==> src/design/fsp_pkg.sv <==
// Package with the constants and carrier types of the flash self-programming protection block.
package fsp_pkg;

  // ==========================================================================
  // Geometry
  // ==========================================================================
  localparam int FSP_ADDR_W = 16;
  localparam int FSP_PAGE_W = 6;
  localparam int FSP_BUSY_CNT_W = 16;
  // Default boundary between the concurrent and non-concurrent areas.
  localparam logic [FSP_ADDR_W-1:0] FSP_NC_START_RST = 16'h0C00;
  // Default start of the boot area.
  localparam logic [FSP_ADDR_W-1:0] FSP_BOOT_START_RST = 16'h0E00;

  // ==========================================================================
  // Timing
  // ==========================================================================
  localparam int FSP_CLK_MHZ = 100;
  // Erase or write time of one page, in microseconds.
  localparam int FSP_PROG_TIME_US = 4500;
  localparam int FSP_PROG_CYCLES = FSP_PROG_TIME_US * FSP_CLK_MHZ;

  // ==========================================================================
  // Register map (byte addresses, word-aligned)
  // ==========================================================================
  localparam logic [3:0] FSP_REG_CTRL = 4'h0;
  localparam logic [3:0] FSP_REG_STATUS = 4'h4;
  localparam logic [3:0] FSP_REG_LOCK = 4'h8;
  localparam logic [3:0] FSP_REG_PAGE = 4'hC;

  // CTRL fields.
  localparam int FSP_CTRL_BUSY_CLR = 0;
  localparam int FSP_CTRL_IVEC_BOOT = 1;
  localparam int FSP_CTRL_CHIP_ERASE = 2;
  // STATUS fields.
  localparam int FSP_ST_BUSY = 0;
  localparam int FSP_ST_HALT = 1;
  localparam int FSP_ST_CA_BUSY = 2;
  localparam int FSP_ST_DENIED = 3;
  // LOCK fields: app hi/lo in [1:0], boot hi/lo in [3:2].
  localparam int FSP_LOCK_APP_LO = 0;
  localparam int FSP_LOCK_BOOT_LO = 2;
  localparam logic [1:0] FSP_LOCK_RST = 2'h3;

  // Lock field codes; 1 is unprogrammed, 0 programmed.
  localparam logic [1:0] FSP_LOCK_MODE1 = 2'h3;
  localparam logic [1:0] FSP_LOCK_MODE2 = 2'h2;
  localparam logic [1:0] FSP_LOCK_MODE3 = 2'h0;
  localparam logic [1:0] FSP_LOCK_MODE4 = 2'h1;

  typedef enum logic [1:0] {
    FSP_OP_NONE = 2'b00,
    FSP_OP_ERASE = 2'b01,
    FSP_OP_WRITE = 2'b11,
    FSP_OP_LOCK = 2'b10
  } fsp_op_t;

  typedef enum logic [1:0] {
    FSP_S_IDLE = 2'b00,
    FSP_S_CONC = 2'b01,
    FSP_S_HALT = 2'b11
  } fsp_state_t;

  // A store or load request from the CPU core.
  typedef struct packed {
    logic valid;
    fsp_op_t op;
    logic [FSP_ADDR_W-1:0] pc;
    logic [FSP_ADDR_W-1:0] addr;
    logic [3:0] lock_data;
  } fsp_store_req_t;

  typedef struct packed {
    logic valid;
    logic [FSP_ADDR_W-1:0] pc;
    logic [FSP_ADDR_W-1:0] addr;
  } fsp_load_req_t;

endpackage : fsp_pkg

==> src/design/fsp_protect.sv <==
// Flash self-programming protection: lock checking, stall control and register slave.
//
// The implementer's own choices: the Avalon-MM register port and the placing of the registers.
`timescale 1ns/1ps
// ============================================================================
// What this block does
// - Concurrent-area page programming keeps non-concurrent code readable and the CPU running.
// - Non-concurrent page programming halts CPU for whole operation; no area readable.
// - Halt or concurrent read chosen from area of the latched target page address.
// - Two independent two-bit lock fields guard application and boot areas.
// - Lock bits programmable by software or programmer; cleared only by chip erase or reset.
// - General write-lock mode 2 never blocks store-program flash programming.
// - General read/write-lock mode 3 never blocks load or store program accesses.
// - Lock bit value 1 means unprogrammed, 0 means programmed.
// - Application field 11 imposes no restriction on application-area accesses.
// - Application field 10 refuses stores to application area, allows loads.
// - Application field 00 refuses stores there and loads of it from boot code.
// - Application field 01 refuses boot-code loads of application area, allows stores.
// - Application modes 3,4 with boot vectors mask interrupts while running application code.
// - Boot field 11 imposes no restriction on boot-area accesses.
// - Boot field 10 refuses stores to boot area, allows loads.
// - Boot field 00 refuses stores there and loads of it from application code.
// - Boot field 01 refuses application-code loads of boot area, allows stores.
// - Boot modes 3,4 with application vectors mask interrupts while running boot code.
// - Store-program starts programming only when executed from boot-area code.
// - Concurrent-area busy flag reads one while that area is blocked.
// ============================================================================
module fsp_protect
  import fsp_pkg::*;
#(
  parameter int PROG_CYCLES = FSP_PROG_CYCLES,
  parameter logic [FSP_ADDR_W-1:0] BOOT_START = FSP_BOOT_START_RST,
  parameter logic [FSP_ADDR_W-1:0] NC_START = FSP_NC_START_RST
) (
  input wire logic clk_sys_in,
  input wire logic sys_rst_in,
  // Avalon-MM slave.
  input wire logic [3:0] avs_address_in,
  input wire logic avs_read_in,
  input wire logic avs_write_in,
  input wire logic [31:0] avs_writedata_in,
  input wire logic [3:0] avs_byteenable_in,
  output logic [31:0] avs_readdata_out,
  output logic avs_waitrequest_out,
  // CPU store and load requests.
  input wire fsp_store_req_t store_req_in,
  input wire fsp_load_req_t load_req_in,
  input wire logic [FSP_ADDR_W-1:0] fetch_pc_in,
  // External serial or parallel programmer lock writes.
  input wire logic prog_lock_we_in,
  input wire logic [3:0] prog_lock_data_in,
  input wire logic prog_chip_erase_in,
  output logic store_ack_out,
  output logic store_denied_out,
  output logic load_ok_out,
  output logic load_denied_out,
  output logic cpu_halt_out,
  output logic concurrent_area_busy_out,
  output logic irq_mask_out,
  output logic flash_prog_start_out,
  output fsp_op_t flash_prog_op_out,
  output logic [FSP_PAGE_W-1:0] flash_prog_page_out
);

  // Returns true when an address lies in the boot area.
  function automatic logic fsp_in_boot(input logic [FSP_ADDR_W-1:0] a);
    return a >= BOOT_START;
  endfunction : fsp_in_boot

  // Store permission for one target: 0 in the field's low bit blocks stores.
  function automatic logic fsp_store_ok(input logic [1:0] field);
    return field[0];
  endfunction : fsp_store_ok

  // Load permission across areas: modes 3 and 4 refuse it, both have the high bit programmed.
  function automatic logic fsp_cross_load_ok(input logic [1:0] field);
    return !(field == FSP_LOCK_MODE3 || field == FSP_LOCK_MODE4);
  endfunction : fsp_cross_load_ok

  // ==========================================================================
  // State
  // ==========================================================================
  fsp_state_t state_r;
  logic [FSP_BUSY_CNT_W+4-1:0] cnt_r;
  logic [1:0] app_lock_field_r;
  logic [1:0] boot_lock_field_r;
  logic ca_busy_r;
  logic ivec_boot_r;
  logic denied_r;
  logic [FSP_PAGE_W-1:0] page_r;
  logic [31:0] rdata_r;
  logic rd_done_r;

  logic bus_wr;
  logic busy;
  logic store_from_boot;
  logic target_boot;
  logic store_allowed;
  logic store_go;
  logic lock_go;
  logic ld_from_boot;
  logic ld_target_boot;
  logic load_allowed;
  logic chip_erase;
  logic [3:0] lock_set;

  assign busy = (state_r != FSP_S_IDLE);
  assign bus_wr = avs_write_in && avs_byteenable_in[0];
  assign chip_erase = prog_chip_erase_in ||
                      (bus_wr && avs_address_in == FSP_REG_CTRL && avs_writedata_in[FSP_CTRL_CHIP_ERASE]);

  // ==========================================================================
  // Store-program checking
  // ==========================================================================
  // Only the lock fields decide; the general memory lock bits have no input here at all.
  always_comb begin
    store_from_boot = fsp_in_boot(store_req_in.pc);
    target_boot = fsp_in_boot(store_req_in.addr);
    if (target_boot) begin
      store_allowed = fsp_store_ok(boot_lock_field_r);
    end else begin
      store_allowed = fsp_store_ok(app_lock_field_r);
    end
  end

  // A request waits while a page operation runs; the core sees no acknowledge until then.
  assign store_go = store_req_in.valid && !busy && store_from_boot &&
                    (store_req_in.op == FSP_OP_ERASE || store_req_in.op == FSP_OP_WRITE) &&
                    store_allowed;
  assign lock_go = store_req_in.valid && !busy && store_from_boot && store_req_in.op == FSP_OP_LOCK;
  assign store_ack_out = store_req_in.valid && !busy;
  assign store_denied_out = store_ack_out && !store_go && !lock_go;

  // ==========================================================================
  // Load-program checking
  // ==========================================================================
  always_comb begin
    ld_from_boot = fsp_in_boot(load_req_in.pc);
    ld_target_boot = fsp_in_boot(load_req_in.addr);
    if (ld_target_boot && !ld_from_boot) begin
      load_allowed = fsp_cross_load_ok(boot_lock_field_r);
    end else if (!ld_target_boot && ld_from_boot) begin
      load_allowed = fsp_cross_load_ok(app_lock_field_r);
    end else begin
      load_allowed = 1'b1;
    end
    // Concurrent-area data cannot be read while that area is blocked.
    if (ca_busy_r && load_req_in.addr < NC_START) begin
      load_allowed = 1'b0;
    end
  end

  // Loads are stalled by the halt output during non-concurrent programming.
  assign load_ok_out = load_req_in.valid && !cpu_halt_out && load_allowed;
  assign load_denied_out = load_req_in.valid && !cpu_halt_out && !load_allowed;

  // ==========================================================================
  // Lock fields
  // ==========================================================================
  // Programming can only clear bits; a one written leaves the bit as it stands.
  assign lock_set = (lock_go ? store_req_in.lock_data : 4'hF) & (prog_lock_we_in ? prog_lock_data_in : 4'hF);

  always_ff @(posedge clk_sys_in) begin
    if (sys_rst_in) begin
      app_lock_field_r <= FSP_LOCK_RST;
      boot_lock_field_r <= FSP_LOCK_RST;
    end else if (chip_erase) begin
      app_lock_field_r <= FSP_LOCK_RST;
      boot_lock_field_r <= FSP_LOCK_RST;
    end else begin
      app_lock_field_r <= app_lock_field_r & lock_set[FSP_LOCK_APP_LO +: 2];
      boot_lock_field_r <= boot_lock_field_r & lock_set[FSP_LOCK_BOOT_LO +: 2];
    end
  end

  // ==========================================================================
  // Programming sequencer
  // ==========================================================================
  // Target area taken from the address at the start, which the page latch then holds.
  always_ff @(posedge clk_sys_in) begin
    if (sys_rst_in) begin
      state_r <= FSP_S_IDLE;
      cnt_r <= '0;
      page_r <= '0;
    end else begin
      unique case (state_r)
        FSP_S_IDLE: begin
          if (store_go) begin
            page_r <= store_req_in.addr[FSP_ADDR_W-1 -: FSP_PAGE_W];
            cnt_r <= '0;
            if (store_req_in.addr >= NC_START) begin
              state_r <= FSP_S_HALT;
            end else begin
              state_r <= FSP_S_CONC;
            end
          end
        end
        FSP_S_CONC, FSP_S_HALT: begin
          if (cnt_r == (FSP_BUSY_CNT_W+4)'(PROG_CYCLES - 1)) begin
            state_r <= FSP_S_IDLE;
          end else begin
            cnt_r <= cnt_r + 1'b1;
          end
        end
        default: state_r <= FSP_S_IDLE;
      endcase
    end
  end

  assign cpu_halt_out = (state_r == FSP_S_HALT);

  // Start pulse and page toward the flash array.
  always_ff @(posedge clk_sys_in) begin
    if (sys_rst_in) begin
      flash_prog_start_out <= 1'b0;
      flash_prog_op_out <= FSP_OP_NONE;
    end else begin
      flash_prog_start_out <= store_go;
      if (store_go) begin
        flash_prog_op_out <= store_req_in.op;
      end
    end
  end
  assign flash_prog_page_out = page_r;

  // ==========================================================================
  // Concurrent-area busy and refusal flags
  // ==========================================================================
  // The busy flag survives the end of programming until software clears it; a new start wins.
  always_ff @(posedge clk_sys_in) begin
    if (sys_rst_in) begin
      ca_busy_r <= 1'b0;
    end else if (store_go && store_req_in.addr < NC_START) begin
      ca_busy_r <= 1'b1;
    end else if (bus_wr && avs_address_in == FSP_REG_CTRL && avs_writedata_in[FSP_CTRL_BUSY_CLR] &&
                 state_r != FSP_S_CONC) begin
      ca_busy_r <= 1'b0;
    end
  end
  assign concurrent_area_busy_out = ca_busy_r;

  // Sticky refusal flag; a new refusal wins over the clear by write of one.
  always_ff @(posedge clk_sys_in) begin
    if (sys_rst_in) begin
      denied_r <= 1'b0;
    end else if (store_denied_out || load_denied_out) begin
      denied_r <= 1'b1;
    end else if (bus_wr && avs_address_in == FSP_REG_STATUS && avs_writedata_in[FSP_ST_DENIED]) begin
      denied_r <= 1'b0;
    end
  end

  // Interrupt vector placement selected by software.
  always_ff @(posedge clk_sys_in) begin
    if (sys_rst_in) begin
      ivec_boot_r <= 1'b0;
    end else if (bus_wr && avs_address_in == FSP_REG_CTRL) begin
      ivec_boot_r <= avs_writedata_in[FSP_CTRL_IVEC_BOOT];
    end
  end

  // ==========================================================================
  // Interrupt masking
  // ==========================================================================
  // Vectors in the other area would be fetched through a locked read path.
  always_comb begin
    irq_mask_out = 1'b0;
    if (ivec_boot_r && !fsp_in_boot(fetch_pc_in) && !fsp_cross_load_ok(app_lock_field_r)) begin
      irq_mask_out = 1'b1;
    end
    if (!ivec_boot_r && fsp_in_boot(fetch_pc_in) && !fsp_cross_load_ok(boot_lock_field_r)) begin
      irq_mask_out = 1'b1;
    end
  end

  // ==========================================================================
  // Avalon-MM slave
  // ==========================================================================
  // Writes finish at once; reads take one wait cycle so read data come from a flip-flop.
  always_ff @(posedge clk_sys_in) begin
    if (sys_rst_in) begin
      rd_done_r <= 1'b0;
      rdata_r <= '0;
    end else begin
      rd_done_r <= avs_read_in && !rd_done_r;
      if (avs_read_in && !rd_done_r) begin
        unique case (avs_address_in)
          FSP_REG_CTRL: rdata_r <= {30'h0000_0000, ivec_boot_r, 1'b0};
          FSP_REG_STATUS: rdata_r <= {28'h000_0000, denied_r, ca_busy_r, cpu_halt_out, busy};
          FSP_REG_LOCK: rdata_r <= {28'h000_0000, boot_lock_field_r, app_lock_field_r};
          FSP_REG_PAGE: rdata_r <= {26'h000_0000, page_r};
          default: rdata_r <= 32'h0000_0000;
        endcase
      end
    end
  end
  assign avs_waitrequest_out = avs_read_in && !rd_done_r;
  assign avs_readdata_out = rdata_r;

endmodule : fsp_protect

==> config.mk <==
export PLATFORM = sky130hd
export DESIGN_NAME = fsp_protect
export DESIGN_NICKNAME = d
export VERILOG_FILES = /design/src/design/fsp_pkg.sv /design/src/design/fsp_protect.sv
export SDC_FILE = /design/constraint.sdc
export NUM_CORES = 1
export LEC_CHECK = 0
export ABC_AREA = 1
export BUFFER_PORTS_ARGS = -buffer_cell sky130_fd_sc_hd__buf_2
export CAP_MARGIN = 20
export CORE_MARGIN = 1
export CORE_UTILIZATION = 42
export CTS_CLUSTER_SIZE = 30
export DETAILED_ROUTE_END_ITERATION = 7
export PLACE_DENSITY = 0.82
export SLEW_MARGIN = 20
export SYNTH_ARGS = -nofsm -noshare
export SYNTH_HDL_FRONTEND = slang
export SYNTH_SLANG_ARGS = --single-unit
==> constraint.sdc <==
create_clock -name clk_sys_in -period 2.1 [get_ports clk_sys_in]
set_input_delay 0.21 -clock clk_sys_in [delete_from_list [all_inputs] [get_ports clk_sys_in]]
set_output_delay 0.21 -clock clk_sys_in [all_outputs]
set_load 0.02 [all_outputs]
==> run summary <==
Slew Viols, Final: 0
Commonest non-fill, non-tap cells in the layout: nand2_1 (99), buf_2 (84), nor2_1 (61)
Compound-Gate Fraction of Synth Area: 0.115
RSZ-0062 raised after global routing: false
Die Y: 83.8 um
EDFF count, synth: 0
Placed cell area: 3190 um2
Final Skew: 3.79 ps
Initial DRC Count: 255
Status: complete, but fails checks
Power after layout: 1.92 mW
Clk sinks: 45
First-pass GRT wire length: 12.1 mm
Fmax: 546 MHz
Post-Synth Simple-Gate Area: 0.384
Period utilisation layout: 0.873
CP Data Required Time: 1890 ps
Synthesized cell area: 2810 um2
FF+latch count, synth: 45
Failing checks: design-rule violations
Gate Count Post-Synth: 427
Total GRT Usage: 0.210
Residual DRC: 10
Synth Flop Type: dfxtp_1
Worst-margin pin slew: 585 ps
Combinational family with the most area after synthesis: simple AND/OR/NAND/NOR gates
TritonRoute pass-1 iters: 7
Clock Tree Buf Depth: 2
GPL Wtd Cong: 0.882
Cts hold-fix bufs: 0
Seq/Total Area, Yosys: 0.320
Area Growth Syn to Fin: 17.5%
FP Rows: 29
Post-layout utilization of the core: 0.515
Vias in the first global route: 2685
Worst-path fanout max: 15
Clk slew on worst S/H paths: 90 ps
Syn. warnings: 0
Share of cells above drive strength 1: 0.226
Core region area: 6420 um2
Clock Tree Root: clkbuf_8
Final instance area: 3300 um2
Xor and xnor area share after synthesis: 0.0187
Final Instance Count excl. Fillers: 590
Die W: 83.8 um
Antenna Cells: 0
P_leak: 1.52 nW
Routed length per instance: 12.0 um
CTS tree: done
Via count: 2992
Largest net degree at the start of global routing: 24
Power density over the cells: 580 nW/um2
Mux cell area share after synthesis: 0
Total gr overflow: 0
DPL Wire Length: 5.47 mm
Slew Limit Headroom: 0.609
Peak VDD IR: 0.266 mV
Synth Area in Adders: 0.00445
Initial Utilization: 0.438
Nets: 651
Post-CTS Setup Repair Bufs: 0
Fraction of registers with async set/reset: 0
# IOs: 187
Detailed Route WL: 7.09 mm
Number of CTS-inserted buffers: 5
Commonest non-fill, non-tap cell in the layout: nand2_1
Total Neg Setup Slack: 0 ps
Min Tclk post-route: 1830 ps
Die area: 7030 um2
Worst-skew pair later-pin latency: 310 ps
Syn avg cell area: 6.59 um2
Post-DRT Antenna Nets: 0
Final hold violations: 0
Final-report setup violation count: 0
Inst Count DP: 582
Crit Path Class: reg -> out
Via density: 5.07
Arrival @ worst endpoint: 1620 ps
MaxCap Viol Count: 0
Port Buffers: 84
CP Capture Type: output pin
Initial antenna violation count: 0
HP Class: in -> reg
H-tree Lvls: 2
Resize count post-CTS: 0
Post-synth cell types: 38
CP startpoint kind: register
[logic make-up after synthesis]
logic type | count (synthesis)
adder cells (fa/ha/maj) | 1
other | 1
flip-flops | 45
buffers and inverters | 81
AO/OA/AOI/OAI | 59
XOR/XNOR | 6
AND/OR/NAND/NOR | 234
[metrics by stage]
step / hold WS, ps / worst slack, ps
after global placement: 433 / 456
after detailed placement: 437 / 442
final: 115 / 267
after CTS: 120 / 264
after floorplan: 341 / 562
after global routing: 123 / 134
[power breakdown]
group	switching, mW	internal, mW
sequential	0.0210	0.881
clock	0.309	0.357
combinational	0.236	0.112
[sequential cells by signal (all words and copies together), names as in the netlist]
name,count
cnt_r,20
avs_readdata_out,6
flash_prog_page_out,6
app_lock_field_r,2
boot_lock_field_r,2
flash_prog_op_out,2
state_r,2
concurrent_area_busy_out,1
denied_r,1
flash_prog_start_out,1
ivec_boot_r,1
rd_done_r,1
[cell type report]
| cell class | instances | area [um2] |
|---|---|---|
| Multi-Input combinational cell | 326 | 1570 |
| Fill cell | 630 | 3120 |
| Sequential cell | 45 | 901 |
| Clock inverter | 2 | 38.8 |
| Inverter | 47 | 186 |
| Timing Repair Buffer | 87 | 443 |
| Clock buffer | 6 | 72.6 |
| Tap cell | 77 | 96.3 |
[synth_stat cells (all sizes together) (2+ instances only)]
cell | n | area share
nand3 | 48 | 0.093
o21ai | 18 | 0.032
buf | 31 | 0.086
nor2 | 65 | 0.094
nand2 | 103 | 0.15
a31oi | 2 | 0.0044
nand4 | 6 | 0.013
o31ai | 3 | 0.0080
inv | 47 | 0.066
dfxtp | 45 | 0.32
nor3 | 7 | 0.020
xor2 | 5 | 0.016
nand3b | 2 | 0.0053
a21oi | 33 | 0.063
clkbuf | 3 | 0.0040
[worst max-delay path, cell delays in order (launching register included)]
cell	delay, ps
dfxtp_1	420
inv_1	100
nand3_4	80
inv_4	40
nand2_4	90
nor2_4	40
nand2_4	190
nand2_1	130
inv_1	70
buf_2	150
[path summary, 6_finish.rpt]
check	from	end	slack [ps]	cells past startpoint
min reg2reg	flash_prog_op_out[0]	flash_prog_op_out[0]	470	2
max	state_r[1]	store_denied_out	270	9
max reg2reg	cnt_r[0]	cnt_r[9]	420	9
min	store_req_in[3]	boot_lock_field_r[1]	120	3
[layer usage]
layer	vias up	global-route usage	share of wire
met1	1336	0.283	0.45
met5	-	0	0
li1	1485	-	-
met4	0	0.0674	0.018
met2	156	0.344	0.46
met3	15	0.0297	0.073
No activity file was read; power rests on OpenSTA's default activity.
